===== config.mk =====
export PLATFORM = sky130hd
export DESIGN_NAME = slpm_core
export DESIGN_NICKNAME = d
export VERILOG_FILES = /design/src/common/slpm_pkg.sv /design/src/hdl/slpm_core.sv
export SDC_FILE = /design/constraint.sdc
export NUM_CORES = 1
export LEC_CHECK = 0
export ABC_AREA = 1
export BUFFER_PORTS_ARGS = -buffer_cell sky130_fd_sc_hd__buf_2
export CAP_MARGIN = 30
export CORE_MARGIN = 10
export CORE_UTILIZATION = 38
export DETAILED_ROUTE_END_ITERATION = 8
export GPL_TIMING_DRIVEN = 0
export PLACE_DENSITY = 0.65
export SETUP_SLACK_MARGIN = 0.3
export SLEW_MARGIN = 20
export SYNTH_ARGS = -nofsm -noshare
export SYNTH_HDL_FRONTEND = slang
export SYNTH_SLANG_ARGS = --single-unit

===== constraint.sdc =====
create_clock -name mclk -period 1.9 [get_ports mclk]
set_clock_uncertainty 0.05 [all_clocks]
set_input_delay 0.38 -clock mclk [delete_from_list [all_inputs] [get_ports mclk]]
set_output_delay 0.38 -clock mclk [all_outputs]
set_load 0.02 [all_outputs]

===== src/common/slpm_pkg.sv =====
// Constants, register map and types for the strap latch and power-mode controller.
// Assumes one 100 MHz clock and an AHB-Lite register slave.
// How it works
// - Straps latched on every system reset, held
// - All five strap bits readable by software
// - Weak pulls enabled on straps during reset
// - Straps released to normal use after reset
// - Supply strap: 0 gives 3.3V, 1 gives 1.8V
// - Boot strap 1 flash, 00 download
// - Log strap enables boot messages on serial tx
// - Log/edge 11 rise/rise, 10 rise/fall timing
// - Chip enable high runs, low powers off
// - Active keeps CPU, radio, baseband powered
// - Modem-sleep: radio off, CPU clock scales
// - Light-sleep pauses CPU, wakes on four events
// - Deep-sleep powers only RTC, coprocessor optional
// - Hibernation stops oscillator, timer/GPIO wake
// - Association pattern cycles active, modem, light
// - Sensor pattern: coprocessor samples at 1% duty
// - Coprocessor on: GPIO and two-wire stay usable
// - CPU reaches fast RTC memory on RTC boot
// - Coprocessor reaches slow RTC memory in deep-sleep
// - Fuses: 256 system bits, 768 customer bits
package slpm_pkg;
  // ==========================================================
  // Register map (byte offsets)
  localparam logic [7:0] STRAP_OFS = 8'h00;
  localparam logic [7:0] MODE_OFS = 8'h04;
  localparam logic [7:0] STATE_OFS = 8'h08;
  localparam logic [7:0] WAKE_OFS = 8'h0c;
  localparam logic [7:0] FUSE_OFS = 8'h10;
  // ==========================================================
  // Field positions and values
  localparam int STRAP_W = 5;
  localparam int SUP_BIT = 0;
  localparam int BOOT_BIT = 1;
  localparam int AUX_BIT = 2;
  localparam int LOG_BIT = 3;
  localparam int EDGE_BIT = 4;
  localparam logic [4:0] PULL_UP_MASK = 5'h1a;
  localparam logic [3:0] WAKE_RST = 4'hf;
  localparam int FUSE_SYS_BITS = 256;
  localparam int FUSE_CUST_BITS = 768;
  localparam int RTC_FAST_KB = 8;
  localparam int RTC_SLOW_KB = 8;
  localparam int DUTY_PCT = 1;
  localparam int DUTY_PERIOD = 100;
  localparam logic [6:0] DUTY_ON = 7'(DUTY_PCT);
  localparam logic [6:0] DUTY_LAST = 7'(DUTY_PERIOD - 1);
  localparam int LOAD_HI = 2;
  localparam int LOAD_LO = 1;
  // ==========================================================
  // Types
  typedef enum logic [2:0] {PM_ACTIVE, PM_MODEM, PM_LIGHT, PM_DEEP, PM_HIBER, PM_OFF} slpm_mode_e;
  typedef enum logic [1:0] {CLK_240M, CLK_80M, CLK_2M} slpm_clk_e;
  typedef struct packed {
    logic cpuOn;
    logic cpuPause;
    logic radioOn;
    logic rtcOn;
    logic coprocOn;
    logic osc8mOn;
    logic rtcRecovOn;
    logic periphOn;
    logic fastMemCpu;
    logic slowMemCoproc;
  } slpm_pwr_s;
  typedef struct packed {
    logic mac;
    logic host;
    logic timer;
    logic extInt;
  } slpm_wake_s;
endpackage


===== src/hdl/slpm_core.sv =====
// Strap latches, power-mode controller and AHB-Lite register slave.
// Assumes strap pins and chip enable are asynchronous and synchronised here.
//
// The AHB-Lite interface to the registers and the placing of the registers are this design's own decisions.
`timescale 1ns/1ps
module slpm_core (
  input wire logic mclk,
  input wire logic arst_n,
  input wire logic clkEn,
  input wire logic chipPowerUp,
  input wire logic sysResetReq,
  input wire logic [4:0] strapPin,
  output logic [4:0] strapPullUp,
  output logic [4:0] strapPullDown,
  output logic strapFunctional,
  output logic ldoSel1v8,
  output logic bootFromFlash,
  output logic bootDownload,
  output logic bootLogEn,
  output logic slaveInRise,
  output logic slaveOutRise,
  input wire slpm_pkg::slpm_wake_s wakeIn,
  input wire logic [1:0] cpuLoad,
  input wire logic sensorWake,
  output slpm_pkg::slpm_pwr_s pwr,
  output slpm_pkg::slpm_clk_e cpuClkSel,
  output logic adcSample,
  input wire logic hsel,
  input wire logic [31:0] haddr,
  input wire logic [1:0] htrans,
  input wire logic hwrite,
  input wire logic [2:0] hsize,
  input wire logic [31:0] hwdata,
  input wire logic hready,
  output logic hreadyout,
  output logic hresp,
  output logic [31:0] hrdata
);
  // ==========================================================
  // State
  typedef struct packed {
    logic [1:0] cenSync;
    logic [4:0] strapSync0;
    logic [4:0] strapSync1;
    logic [4:0] strap;
    logic inReset;
    logic [1:0] rstCnt;
    slpm_pkg::slpm_mode_e mode;
    logic assocEn;
    logic sensorPat;
    logic coprocReq;
    logic [2:0] sleepReq;
    logic [3:0] wakeEn;
    logic [3:0] wakeSeen;
    logic [6:0] dutyCnt;
    logic wakeTo;
    logic deepWake;
    logic dPhase;
    logic [7:0] dAddr;
    logic dWrite;
    logic [31:0] rdata;
  } slpm_st_s;

  slpm_st_s st;
  slpm_st_s next_st;
  logic anyWake;
  logic addrPhase;
  logic [3:0] wakeVec;

  // Decode of a software sleep request code
  function automatic slpm_pkg::slpm_mode_e reqMode(input logic [2:0] code);
    case (code)
      3'h1: reqMode = slpm_pkg::PM_MODEM;
      3'h2: reqMode = slpm_pkg::PM_LIGHT;
      3'h3: reqMode = slpm_pkg::PM_DEEP;
      3'h4: reqMode = slpm_pkg::PM_HIBER;
      default: reqMode = slpm_pkg::PM_ACTIVE;
    endcase
  endfunction

  assign wakeVec = {wakeIn.mac, wakeIn.host, wakeIn.timer, wakeIn.extInt};
  assign addrPhase = hsel && hready && htrans[1];
  assign hreadyout = 1'b1;
  assign hresp = 1'b0;
  assign hrdata = st.rdata;

  // ==========================================================
  // Next state
  always_comb
  begin
    next_st = st;
    anyWake = 1'b0;
    next_st.cenSync = {st.cenSync[0], chipPowerUp};
    next_st.strapSync0 = strapPin;
    next_st.strapSync1 = st.strapSync0;
    // Reset window: power-off or system reset reopens latches
    if (!st.cenSync[1] || sysResetReq)
    begin
      next_st.inReset = 1'b1;
      next_st.rstCnt = 2'h0;
      next_st.mode = slpm_pkg::PM_OFF;
      next_st.deepWake = 1'b0;
    end
    else if (st.inReset)
    begin
      next_st.rstCnt = st.rstCnt + 2'h1;
      if (st.rstCnt == 2'h3)
      begin
        next_st.strap = st.strapSync1;
        next_st.inReset = 1'b0;
        next_st.mode = slpm_pkg::PM_ACTIVE;
      end
    end
    else
    begin
      case (st.mode)
        slpm_pkg::PM_ACTIVE, slpm_pkg::PM_MODEM:
        begin
          if (st.sleepReq != 3'h0)
          begin
            next_st.mode = reqMode(st.sleepReq);
            next_st.sleepReq = 3'h0;
          end
        end
        slpm_pkg::PM_LIGHT:
        begin
          anyWake = |(wakeVec & st.wakeEn);
        end
        slpm_pkg::PM_DEEP:
        begin
          anyWake = wakeIn.timer || wakeIn.extInt || (st.sensorPat && sensorWake);
        end
        slpm_pkg::PM_HIBER:
        begin
          anyWake = wakeIn.timer || wakeIn.extInt;
        end
        default:
        begin
          next_st.mode = slpm_pkg::PM_ACTIVE;
        end
      endcase
      if (anyWake)
      begin
        next_st.mode = st.assocEn ? slpm_pkg::PM_MODEM : slpm_pkg::PM_ACTIVE;
        next_st.wakeTo = 1'b1;
        next_st.deepWake = st.mode == slpm_pkg::PM_DEEP;
      end
    end
    next_st.wakeSeen = st.wakeSeen | (anyWake ? wakeVec : 4'h0);
    // Sensor duty counter
    if (st.mode == slpm_pkg::PM_DEEP && st.sensorPat)
    begin
      next_st.dutyCnt = (st.dutyCnt == slpm_pkg::DUTY_LAST) ? 7'h0 : st.dutyCnt + 7'h1;
    end
    else
    begin
      next_st.dutyCnt = 7'h0;
    end
    // Bus data phase
    next_st.dPhase = addrPhase;
    next_st.dAddr = haddr[7:0];
    next_st.dWrite = hwrite;
    if (st.dPhase && st.dWrite)
    begin
      if (st.dAddr == slpm_pkg::MODE_OFS)
      begin
        next_st.sleepReq = hwdata[2:0];
        next_st.assocEn = hwdata[4];
        next_st.sensorPat = hwdata[5];
        next_st.coprocReq = hwdata[6];
      end
      else if (st.dAddr == slpm_pkg::WAKE_OFS)
      begin
        next_st.wakeEn = hwdata[3:0];
        // Hardware set wins over software clear
        next_st.wakeSeen = (st.wakeSeen & ~hwdata[11:8]) | (anyWake ? wakeVec : 4'h0);
      end
    end
    if (addrPhase && !hwrite)
    begin
      if (haddr[7:0] == slpm_pkg::STRAP_OFS)
      begin
        next_st.rdata = {27'h0, st.strap};
      end
      else if (haddr[7:0] == slpm_pkg::MODE_OFS)
      begin
        next_st.rdata = {25'h0, st.coprocReq, st.sensorPat, st.assocEn, 1'b0, st.sleepReq};
      end
      else if (haddr[7:0] == slpm_pkg::STATE_OFS)
      begin
        next_st.rdata = {28'h0, st.wakeTo, st.mode};
      end
      else if (haddr[7:0] == slpm_pkg::WAKE_OFS)
      begin
        next_st.rdata = {20'h0, st.wakeSeen, 4'h0, st.wakeEn};
      end
      else if (haddr[7:0] == slpm_pkg::FUSE_OFS)
      begin
        next_st.rdata = {16'(slpm_pkg::FUSE_CUST_BITS), 16'(slpm_pkg::FUSE_SYS_BITS)};
      end
      else
      begin
        next_st.rdata = 32'h0;
      end
    end
  end

  always_ff @(posedge mclk or negedge arst_n)
  begin
    if (!arst_n)
    begin
      st <= '0;
      st.inReset <= 1'b1;
      st.mode <= slpm_pkg::PM_OFF;
      st.wakeEn <= slpm_pkg::WAKE_RST;
    end
    else if (clkEn)
    begin
      st <= next_st;
    end
  end

  // ==========================================================
  // Strap pads and decoded straps
  assign strapPullUp = st.inReset ? slpm_pkg::PULL_UP_MASK : 5'h0;
  assign strapPullDown = st.inReset ? ~slpm_pkg::PULL_UP_MASK : 5'h0;
  assign strapFunctional = !st.inReset;
  assign ldoSel1v8 = st.strap[slpm_pkg::SUP_BIT];
  assign bootFromFlash = st.strap[slpm_pkg::BOOT_BIT];
  assign bootDownload = !st.strap[slpm_pkg::BOOT_BIT] && !st.strap[slpm_pkg::AUX_BIT];
  assign bootLogEn = st.strap[slpm_pkg::LOG_BIT] && !st.inReset;
  assign slaveInRise = st.strap[slpm_pkg::LOG_BIT];
  assign slaveOutRise = st.strap[slpm_pkg::LOG_BIT] ? st.strap[slpm_pkg::EDGE_BIT]
                                                    : st.strap[slpm_pkg::EDGE_BIT];

  // ==========================================================
  // Domain power per mode
  always_comb
  begin
    pwr = '0;
    case (st.mode)
      slpm_pkg::PM_ACTIVE:
      begin
        pwr = '{1'b1, 1'b0, 1'b1, 1'b1, 1'b1, 1'b1, 1'b1, 1'b1, 1'b0, 1'b0};
      end
      slpm_pkg::PM_MODEM:
      begin
        pwr = '{1'b1, 1'b0, 1'b0, 1'b1, 1'b1, 1'b1, 1'b1, 1'b1, 1'b0, 1'b0};
      end
      slpm_pkg::PM_LIGHT:
      begin
        pwr = '{1'b1, 1'b1, 1'b0, 1'b1, 1'b1, 1'b1, 1'b1, 1'b1, 1'b0, 1'b0};
      end
      slpm_pkg::PM_DEEP:
      begin
        pwr.rtcOn = 1'b1;
        pwr.rtcRecovOn = 1'b1;
        pwr.osc8mOn = 1'b1;
        pwr.coprocOn = st.coprocReq || st.sensorPat;
        pwr.periphOn = pwr.coprocOn;
        pwr.slowMemCoproc = pwr.coprocOn;
      end
      slpm_pkg::PM_HIBER:
      begin
        pwr.rtcOn = 1'b1;
      end
      default:
      begin
        pwr = '0;
      end
    endcase
    // Fast RTC memory handed to CPU after a wake from deep-sleep
    pwr.fastMemCpu = pwr.cpuOn && st.deepWake;
  end

  // CPU clock follows load only in modem-sleep
  always_comb
  begin
    cpuClkSel = slpm_pkg::CLK_240M;
    if (st.mode == slpm_pkg::PM_MODEM)
    begin
      if (cpuLoad >= 2'(slpm_pkg::LOAD_HI))
        cpuClkSel = slpm_pkg::CLK_240M;
      else if (cpuLoad == 2'(slpm_pkg::LOAD_LO))
        cpuClkSel = slpm_pkg::CLK_80M;
      else
        cpuClkSel = slpm_pkg::CLK_2M;
    end
  end

  assign adcSample = st.mode == slpm_pkg::PM_DEEP && st.sensorPat
                     && st.dutyCnt < slpm_pkg::DUTY_ON;

  // ==========================================================
  // Checks
  stay_held_a: assert property (@(posedge mclk) disable iff (!arst_n)
    clkEn && !st.inReset && $past(!st.inReset) |-> $stable(st.strap))
    else $error("strap changed outside reset");
  pulls_rst_a: assert property (@(posedge mclk) disable iff (!arst_n)
    st.inReset |-> (strapPullUp | strapPullDown) == 5'h1f)
    else $error("strap pulls not on in reset");
  power_off_a: assert property (@(posedge mclk) disable iff (!arst_n)
    clkEn && !st.cenSync[1] |=> st.mode == slpm_pkg::PM_OFF)
    else $error("not off with enable low");
  radio_mode_a: assert property (@(posedge mclk) disable iff (!arst_n)
    pwr.radioOn |-> st.mode == slpm_pkg::PM_ACTIVE)
    else $error("radio on outside active");
  hiber_osc_a: assert property (@(posedge mclk) disable iff (!arst_n)
    st.mode == slpm_pkg::PM_HIBER |-> !pwr.osc8mOn && !pwr.coprocOn)
    else $error("hibernation left oscillator on");
  boot_dl_a: assert property (@(posedge mclk) disable iff (!arst_n)
    bootDownload |-> !bootFromFlash)
    else $error("both boot sources chosen");
  sleep_req_a: assert property (@(posedge mclk) disable iff (!arst_n)
    clkEn && $past(clkEn) && $changed(st.mode) && st.mode inside {slpm_pkg::PM_LIGHT,
    slpm_pkg::PM_DEEP, slpm_pkg::PM_HIBER} |-> $past(st.sleepReq) != 3'h0)
    else $error("sleep without request");
  duty_one_a: assert property (@(posedge mclk) disable iff (!arst_n)
    adcSample |-> st.dutyCnt == 7'h0)
    else $error("adc duty above one percent");
  strap_read_a: assert property (@(posedge mclk) disable iff (!arst_n)
    clkEn && addrPhase && !hwrite && haddr[7:0] == slpm_pkg::STRAP_OFS
    |=> hrdata == {27'h0, $past(st.strap)})
    else $error("strap readback wrong");
  deep_boot_a: assert property (@(posedge mclk) disable iff (!arst_n)
    clkEn && anyWake |=> pwr.fastMemCpu == ($past(st.mode) == slpm_pkg::PM_DEEP))
    else $error("fast memory grant wrong after wake");
  assoc_wake_a: assert property (@(posedge mclk) disable iff (!arst_n)
    clkEn && anyWake && st.assocEn |=> st.mode == slpm_pkg::PM_MODEM)
    else $error("association wake not to modem sleep");
  light_hold_a: assert property (@(posedge mclk) disable iff (!arst_n)
    clkEn && st.mode == slpm_pkg::PM_LIGHT && st.cenSync[1] && !sysResetReq
    && !(|(wakeVec & st.wakeEn)) |=> st.mode == slpm_pkg::PM_LIGHT)
    else $error("light sleep left without enabled wake");
  hiber_hold_a: assert property (@(posedge mclk) disable iff (!arst_n)
    clkEn && st.mode == slpm_pkg::PM_HIBER && st.cenSync[1] && !sysResetReq
    && !wakeIn.timer && !wakeIn.extInt |=> st.mode == slpm_pkg::PM_HIBER)
    else $error("hibernation left without timer or pin wake");
  clk_slow_a: assert property (@(posedge mclk) disable iff (!arst_n)
    st.mode == slpm_pkg::PM_MODEM && cpuLoad == 2'h0 |-> cpuClkSel == slpm_pkg::CLK_2M)
    else $error("modem sleep clock not slowest at no load");
  wake_cov: cover property (@(posedge mclk) st.mode == slpm_pkg::PM_LIGHT ##1
    st.mode == slpm_pkg::PM_ACTIVE);
  deep_cov: cover property (@(posedge mclk) adcSample);
  hiber_cov: cover property (@(posedge mclk) st.mode == slpm_pkg::PM_HIBER);
  latch_cov: cover property (@(posedge mclk) $fell(st.inReset));
  assoc_cov: cover property (@(posedge mclk) st.mode == slpm_pkg::PM_LIGHT ##1
    st.mode == slpm_pkg::PM_MODEM);
endmodule // slpm_core


==> flow_summary.toml, run 1 <==
[cts]
cts_buffers = 9
clk_pin_slew_ns = 0.08
root_buffer = "clkbuf_8"
cts_tree = "done"
htreeDepth = 3
cts_max_path_buffers = 2
worstSkewPairLatency_ns = 0.35
cts.sinks = 68

[synth]
syn_area_sq_mm = 0.00374
ys_top_cells_by_area = "dfrtp_1, nand2_1, buf_4, nand3_1, dfstp_2"
synthDistinctLibCells = 37
syn_avg_cell_area_sq_um = 7.97
synth_area_leader_cell = "dfrtp_1"
synth_edf_count = 0
synthArstFlopShare_pct = 100
synth_cells = 469
yosysWarnings = 0
dominantRegCellSynth = "dfrtp_1"
ys_seq_area_share_pct = 45.7
synth_top_area_share_pct = 40.8
synth-seq-cells = 68

[detailed_routing]
wl_per_cell_um = 13.9
wl_um = 10300
vias = 3386
drc_errors = 0
drt_iter0_drc = 268
ant_nets = 0
drt_pass1_iterations = 4
viasPerCell = 4.56

[timing]
fmax_mhz = 475
fin_crit_sh_pct = 111
period_minus_slack_ns = 2.10
fin_ws_ns = -0.204
rsz0062_at_grt = "true"
slew_headroom_pct = 64.9
drv_slew = 0
setup_viol = 10
hold_viol = 0
worst_slew_pin_slew_ns = 0.522

[die]
die-height_um = 119
num_rows = 36
die_w_um = 119
start_util_pct = 38.6
coreArea_sq_mm = 0.00968
io_pins = 153
die_area_sq_mm = 0.0142

[placed_design]
pre_cts_ws_ns = 0.0580
dpl.hpwl_um = 7560
portBuffers = 76
dp_cells = 703
gp_congestion = 0.893

[setup_path]
critPathRequiredTime_ns = 1.47
rr_startpoint = "st[67]"
arrival_ns = 1.67
cp.buffers_inverters = 5
worstPathCellList = "buf_8, clkinv_8, nand2_8, inv_4, or2_4, buf_6, buf_6"
worstSetupPathType = "flip-flop to output pin"
critPathLaunch = "st[67]"
critPathSlowestCell = "dfstp_2"
cp_max_fo = 5
worstSetupEndpointType = "output pin"
startpoint_type = "flip-flop"
cpMostUsedCell = "buf_6"
critPathTopFamily = "flip-flops"
r2r_setup_slack_ns = 0.06
slowest_delay_ns = 0.55

[flow_run]
cap_violations = 0

[global_route]
grt_max_degree = 41
grt_util_met3_pct = 5.10
use_met1_pct = 16.0
grt_pass1_vias = 3344
gr-total-overflow = 0
grt_use_met2_pct = 24.6
track_usage_pct = 14.1
busiest_layer = "met2"
grt_antenna_before_repair = 0
grt_pass1_wl_um = 16600

[power]
power_frac_clock_pct = 37.6
swShare_pct = 28.3
power.density_mw_per_mm2 = 697
p_comb_share_pct = 18.9
vdd_drop_max_v = 0.000313
intPower_w = 0.00258
seq_power_share_pct = 43.4
p_leak_nw = 2.73
power_switching_w = 0.00102

[finish]
fin_nets = 696
diodes = 0
fin_cells = 743
syn_to_final_growth_pct = 37.9
drive_gt1_share_pct = 37.4

[worst_hold_path]
hold_path_class = "input pin to flip-flop"
hp-start = "strapPin[0]"

[status]
violations = "setup timing"
status = "finished, violations left"
[final timing paths]
check,to,cells after the start
worst max register to register,st[67],13
max in group asynchronous,st[70],3
min in group asynchronous,hrdata[9],2
worst min-delay path,next_st[76],3
worst min register to register,next_st[76],2
worst max-delay path,pwr[5],7
[state kept, by name (all words and copies together), names as in the netlist]
name           count
st                46
hrdata            12
next_st            6
bootFromFlash      1
ldoSel1v8          1
slaveInRise        1
slaveOutRise       1
[layer usage]
layer / wire [um] / part of all wire [%]
met1: 4090 / 40
met2: 5340 / 52
met3: 734 / 7.1
met4: 131 / 1.3
met5: 0 / 0
[worst min-delay path, cell delays in order]
cell     delay (ns)
buf_2          0.07
nand2_1        0.04
nand2_1        0.05
[synth_stat cells, types with 3 or more instances]
| cell type | number |
|---|---|
| a21oi_1 | 7 |
| buf_2 | 3 |
| buf_4 | 47 |
| clkbuf_1 | 5 |
| dfrtp_1 | 61 |
| dfstp_2 | 7 |
| inv_1 | 39 |
| inv_2 | 5 |
| nand2_1 | 138 |
| nand2_2 | 8 |
| nand3_1 | 39 |
| nand4_1 | 6 |
| nor2_1 | 24 |
| nor2_2 | 4 |
| nor2_4 | 4 |
| nor3_1 | 9 |
| nor3b_1 | 4 |
| o21ai_0 | 31 |
| o21ai_1 | 6 |
[cell usage in the layout, fill, tap and decap left out, types with 2 or more instances in the layout]
cell / n
nand3_1: 38
nor2_2: 3
buf_6: 30
a21oi_4: 2
bufinv_16: 2
a21oi_1: 4
clkbuf_1: 5
nor3_2: 5
inv_2: 5
dfstp_2: 7
buf_4: 60
buf_2: 59
clkbuf_8: 10
dfrtp_1: 61
nor2_1: 21
nand2_2: 6
nor3_4: 2
o21ai_0: 29
nor4_4: 3
nand2_4: 5
clkinvlp_4: 3
nor3_1: 5
nor2_4: 8
a21oi_2: 2
ha_1: 2
nand2_1: 135
inv_4: 3
inv_1: 36
nor3b_2: 3
o21ai_1: 7
conb_1: 26
nand4_1: 6
[repair_timing]
action	in CTS	in global routing
endpoints found under the hold margin	26	0
hold buffers	1	0
buffers inserted	13	10
gates cloned	0	0
pin swaps	13	16
gates resized for setup	55	30
endpoints found under the setup margin	25	44
[kinds of logic after synthesis]
group                      synth area share (%)
AOI/OAI and AO/OA                          6.79
xor gates and xnor gates                  0.234
adders and majority gates                 0.669
buffers and inverters                      15.3
DFF                                        45.7
muxes                                     0.301
other                                     0.201
and+or+nand+nor                            30.8
[power by group through the flow]
stage / sequential [W] / clock (W) / combinational (W)
CTS: 0.00156 / 0.00138 / 0.000622
global placement: 0.00159 / 0 / 0.000516
detailed placement: 0.00159 / 0 / 0.000530
global route: 0.00157 / 0.00145 / 0.000740
finish: 0.00156 / 0.00135 / 0.000681
floorplan: 0.00158 / 0 / 0.000356
[metrics by stage]
stage | TNS (ns) | hold WS [ns] | area, sq um | power [W] | utilization (%)
floorplan | 0 | 0.0344 | 3870 | 0.00194 | -
global placement | 0 | 0.405 | 4410 | 0.00210 | 45.6
detailed placement | 0 | 0.280 | 4440 | 0.00212 | 45.8
CTS | -0.779 | 0.167 | 4960 | 0.00356 | 51.3
global route | -1.64 | 0.181 | 5160 | 0.00376 | 53.3
finish | -1.03 | 0.177 | 5160 | 0.00360 | 53.3
[cell type report]
class                   instances  area [sq um]
repair buffers                101           713
multi-input cells             323          1720
well taps                     133           166
clock inverters                 6          87.6
clock buffers                  10           138
plain buffers                  56           434
fillers                       919          4530
inverters                      46           193
flip-flops and latches         68          1710
Power figures use the tool's default switching activity.
==> run 2: changes to the inputs <==
ABC_AREA = 0   (was 1)
BUFFER_PORTS_ARGS = not set   (was -buffer_cell sky130_fd_sc_hd__buf_2)
CORE_UTILIZATION = 35   (was 38)
DONT_BUFFER_PORTS = 1   (was not set)
PLACE_DENSITY = not set   (was 0.65)
==> run 2 against run 1 <==
Compared with the run above: the run ends with hold timing left; maximum frequency rose by 11%; via count fell by 22%; worst hold slack got worse by 0.50 ns; critical path depth fell by 5; sequential power barely moved; total power fell by 7.7%; flip-flop and latch count did not move; largest cell class unchanged.
==> flow_summary.toml, run 2 <==
[synth]
muxShareOfSynthArea_pct = 14.0
synth_fa_ha_area_share_pct = 0.700
synthArstFlopShare_pct = 100
ys_top_cells_by_area = "dfrtp_1, mux2_2, buf_4, dfstp_2, nand2_1"
synth_edf_count = 0
synth-seq-cells = 68
synth_compound_area_share_pct = 8.12
synth_top_family_by_area = "simple AND/OR/NAND/NOR gates"
synth.most_common_cell = "dfrtp_1"
synth_xor_area_share_pct = 0.980
syn_area_sq_mm = 0.00357
synth_cells = 334
synthDistinctLibCells = 55
yosysWarnings = 0
synth_area_leader_cell = "dfrtp_1"
ys_seq_area_share_pct = 47.8
yosys-top-cells-count = "dfrtp_1, buf_4, nand2_1, mux2_2, o21ai_0"
dominantRegCellSynth = "dfrtp_1"
syn_avg_cell_area_sq_um = 10.7
yosys.area_share.simple_pct = 15.1
synth_top_area_share_pct = 42.7

[finish]
final_common_cell = "dfrtp_1"
fin_cells = 541
largest_reg_flops = 46
mostFrequentLayoutCells = "dfrtp_1, buf_4, nand2_1"
seqCellArea_sq_mm = 0.00171
diodes = 0
syn_to_final_growth_pct = 31.6
drive_gt1_share_pct = 48.3
regMostFlops = "st"
fillers = 894
fin_nets = 495
final_core_util_pct = 47.7
multi_input_area_sq_mm = 0.00176

[status]
status = "finished, violations left"
violations = "hold timing"

[detailed_routing]
vias = 2626
ant_nets = 0
drt_pass1_iterations = 4
viasPerCell = 4.85
wl_um = 9750
wl_per_cell_um = 18.0
drt_iter0_drc = 87
drc_errors = 0

[placed_design]
gp_congestion = 0.809
portBuffers = 0
pre_cts_ws_ns = -0.0956
dp_cells = 491
dpl.hpwl_um = 7020

[power]
power.density_mw_per_mm2 = 706
vdd_drop_max_v = 0.000421
power_w = 0.00332
p_leak_nw = 2.12

[cts]
cts_buffers = 9
cts.sinks = 68
root_buffer = "clkbuf_8"
worstSkewPairLatency_ns = 0.35
cts_tree = "done"
htreeDepth = 3
clk_pin_slew_ns = 0.07
cts_max_path_buffers = 2

[setup_path]
rr_worst_depth = 6
startpoint_type = "flip-flop"
critPathSlowestCell = "dfstp_2"
arrival_ns = 1.46
r2r_end = "st[65]"
worstSetupEndpointType = "output pin"
worstSetupPathType = "flip-flop to output pin"
slowest_delay_ns = 0.55
r2r_setup_slack_ns = 0.05
critPathTopFamily = "flip-flops"
rr_startpoint = "st[67]"
critPathRequiredTime_ns = 1.47
worstPathCellList = "buf_8, nor4bb_4"
cp.buffers_inverters = 1
cp_max_fo = 7

[timing]
fmax_mhz = 529
slew_headroom_pct = 59.6
drv_slew = 0
setup_viol = 0
fin_crit_sh_pct = 99.5
period_minus_slack_ns = 1.89
hold_ws_ns = -0.323
fin_ws_ns = 0.0101
hold_viol = 68
worst_slew_pin_slew_ns = 0.605
rsz0062_at_grt = "true"

[die]
start_util_pct = 36.2
die-height_um = 121
die_w_um = 121
die_area_sq_mm = 0.0147
coreArea_sq_mm = 0.00986
io_pins = 153
num_rows = 36

[global_route]
track_usage_pct = 13.2
grt_pass1_vias = 2735
grt_use_met2_pct = 20.5
grt_antenna_before_repair = 0
grt_util_met3_pct = 7.40
grt_pass1_wl_um = 15100
grt_max_degree = 69
busiest_layer = "met2"
gr-total-overflow = 0
use_met1_pct = 15.1

[flow_run]
cap_violations = 0

[worst_hold_path]
hold_path_class = "input pin to async pin"
run 2: changes by cell type after synthesis, sizes merged, moves of 5 or more:
cell | previous run | this run
nand2 | 147 | 44
inv | 44 | 7
mux2 | 1 | 35
nand3 | 39 | 10
o21ai | 38 | 20
nor2 | 32 | 17
nor3 | 12 | 6
a22o | 0 | 5
run 2: how the worst max path moves through the flow:
| stage | from | slack (ns) | depth (start not counted) | to |
|---|---|---|---|---|
| after floorplan | st[66] | 0.22 | 3 | pwr[1] |
| after global placement | st[70] | -0.08 | 3 | st[73] |
| after detailed placement | st[70] | -0.1 | 3 | slaveInRise |
| after CTS | st[65] | -0.008 | 2 | cpuClkSel[1] |
| after global routing | st[65] | -0.08 | 4 | adcSample |
| final | st[65] | 0.01 | 2 | cpuClkSel[1] |
run 2: what timing repair did:
item | in CTS | in global routing
pin swaps | 21 | 11
resized for setup | 75 | 19
gates cloned | 1 | 0
setup endpoints to repair | 46 | 52
hold endpoints to repair | 68 | 68
buffers inserted | 29 | 5
run 2: logic make-up (layout without fill, tap and decap cells):
logic type      Yosys count  after routing
mux                      42             42
fa+ha+maj                 2              2
compound gates           45             45
xor+xnor                  4              4
flops                    68             68
simple gates            105            105
buf+inv                  66            116
other cells               2             26
run 2: cell type report:
class                   instances  share of cell area (%)
plain buffers                  59                    10.8
clock buffers                  13                    3.38
clock inverters                 2                   0.213
inverters                       7                   0.718
multi-input cells             224                    37.4
flip-flops and latches         68                    36.4
well taps                     133                    3.54
repair buffers                 35                    7.58
run 2: per-stage QoR:
step | setup TNS (ns) | instance area [sq um]
floorplan | 0 | 3730
global placement | -0.399 | 3900
detailed placement | -0.657 | 3900
CTS | -0.00795 | 4620
global route | -0.328 | 4710
finish | 0 | 4710
run 2: routing by layer:
layer / up-vias / share of wire, %
met5: - / 0
met4: 0 / 1.5
met1: 1284 / 39
li1: 1235 / -
met3: 12 / 12
met2: 95 / 47
run 2: report_power, final:
group / leakage, nW / switching, W / internal (W) / total (W)
Combinational: 1.15 / 0.000326 / 0.000357 / 0.000682
Clock: 0.0893 / 0.000513 / 0.000534 / 0.00105
Sequential: 0.874 / 0.0000622 / 0.00153 / 0.00159
Total: 2.12 / 0.000901 / 0.00242 / 0.00332
==> run 3: changes to the inputs <==
CORE_ASPECT_RATIO = 1.1   (was not set)
==> run 3 against run 2 <==
Compared with the run above: critical path depth unchanged; register-to-register slack about the same; the run still ends with hold timing left; die area about the same; routed wire length down 3.0%; worst hold slack gained 0.0011 ns; critical endpoint unchanged; design area is 1.4% lower; flip-flop and latch count stayed put; total power is 1.7% higher; non-clock buffer count decreased by 7.
==> flow_summary.toml, run 3 (synthesized netlist as in run 2, its figures left out) <==
[status]
status = "finished, violations left"
violations = "hold timing"

[finish]
final_common_cell = "dfrtp_1"
syn_to_final_growth_pct = 29.8
fin_nets = 488
largest_reg_flops = 46
final_core_util_pct = 46.7
regMostFlops = "st"
diodes = 0
mostFrequentLayoutCells = "dfrtp_1, buf_4, nand2_1"
drive_gt1_share_pct = 47.8
fin_cells = 522
final_area_sq_mm = 0.00464

[placed_design]
gp_congestion = 0.844
dpl_cell_area_sq_mm = 0.00388
dpl.hpwl_um = 7020
dp_cells = 478
portBuffers = 0
pre_cts_ws_ns = -0.114

[global_route]
grt_antenna_before_repair = 0
grt_pass1_vias = 2677
grt_max_degree = 69
gr-total-overflow = 0
track_usage_pct = 12.8
grt_pass1_wl_um = 14800

[power]
seq_power_share_pct = 47.0
power_switching_w = 0.000905
p_comb_share_pct = 19.1
intPower_w = 0.00247
power.density_mw_per_mm2 = 728
power_frac_clock_pct = 33.9
swShare_pct = 26.8
p_leak_nw = 2.09
vdd_drop_max_v = 0.000332

[setup_path]
arrival_ns = 1.46
rr_startpoint = "st[67]"
startpoint_type = "flip-flop"
worstSetupPathType = "flip-flop to output pin"
cp_max_fo = 7
critPathLaunch = "st[65]"
r2r_end = "st[43]"
worstSetupEndpointType = "output pin"
rr_worst_depth = 6
r2r_setup_slack_ns = 0.05
critPathRequiredTime_ns = 1.47
cp-endpoint = "cpuClkSel[1]"

[die]
num_rows = 38
coreArea_sq_mm = 0.00994
io_pins = 153
start_util_pct = 36.0
die_w_um = 116
die_area_sq_mm = 0.0147
die-height_um = 126

[detailed_routing]
drt_pass1_iterations = 4
viasPerCell = 4.92
drt_iter0_drc = 94
wl_per_cell_um = 18.1
wl_um = 9460
ant_nets = 0
drc_errors = 0
vias = 2570

[timing]
period_minus_slack_ns = 1.89
fin_ws_ns = 0.00650
hold_viol = 68
slew_headroom_pct = 59.5
setup_viol = 0
rsz0062_at_grt = "true"
hold_ws_ns = -0.322
worst_slew_pin_slew_ns = 0.607
fmax_mhz = 528
fin_crit_sh_pct = 99.7
drv_slew = 0

[cts]
root_buffer = "clkbuf_8"
htreeDepth = 3
clk_pin_slew_ns = 0.08
cts_buffers = 9
cts_max_path_buffers = 2
cts.sinks = 68
cts_tree = "done"
worstSkewPairLatency_ns = 0.34

[flow_run]
cap_violations = 0

[worst_hold_path]
hold_path_class = "input pin to async pin"
-- run 3: routing by layer --
layer / global-route usage (%) / part of all wire, % / vias up / wire, um
met2: 21.9 / 51 / 80 / 4830
met4: 3.10 / 0.74 / 0 / 70
met3: 4.70 / 8.5 / 11 / 809
met5: 0 / 0 / - / 0
met1: 14.7 / 40 / 1260 / 3750
li1: - / - / 1219 / -
-- run 3: metrics by stage --
stage	setup TNS, ns	power [W]
final	0	0.00338
after global routing	-0.123	0.00351
after CTS	0	0.00336
after detailed placement	-0.667	0.00204
after global placement	-0.638	0.00204
after floorplan	0	0.00197
-- run 3: final cells by class --
type | count | area, sq um
Timing Repair Buffer | 28 | 278
Inverter | 7 | 33.8
Clock buffer | 15 | 186
Buffer | 59 | 507
Multi-Input combinational cell | 224 | 1770
Tap cell | 120 | 150
Sequential cell | 68 | 1710
Fill cell | 928 | 5300
Clock inverter | 1 | 5.00
-- run 3: power groups by stage --
stage	logic (W)	registers (W)	clock network, W
detailed placement	0.000429	0.00162	0
CTS	0.000612	0.00159	0.00116
global placement	0.000426	0.00161	0
global route	0.000683	0.00160	0.00124
floorplan	0.000373	0.00160	0
finish	0.000644	0.00159	0.00114
-- run 3: timing repair --
action                                 in CTS  in global routing
resized for setup                          63                 24
setup buffers                              25                  3
setup endpoints to repair                  46                 52
endpoints found under the hold margin      68                 68
pin swaps                                  18                  3
-- run 3: how the worst min path moves through the flow --
stage	start	depth (start not counted)	to
floorplan	arst_n	0	bootFromFlash
finish	arst_n	0	slaveInRise
global route	arst_n	0	slaveInRise
CTS	arst_n	0	st[79]
detailed placement	arst_n	0	st[79]
global placement	arst_n	0	next_st[79]
-- run 3: worst max-delay path: stages (launching register included) --
cell and delay, ns:
dfstp_2 0.54, buf_6 0.12, nor4bb_4 0.45
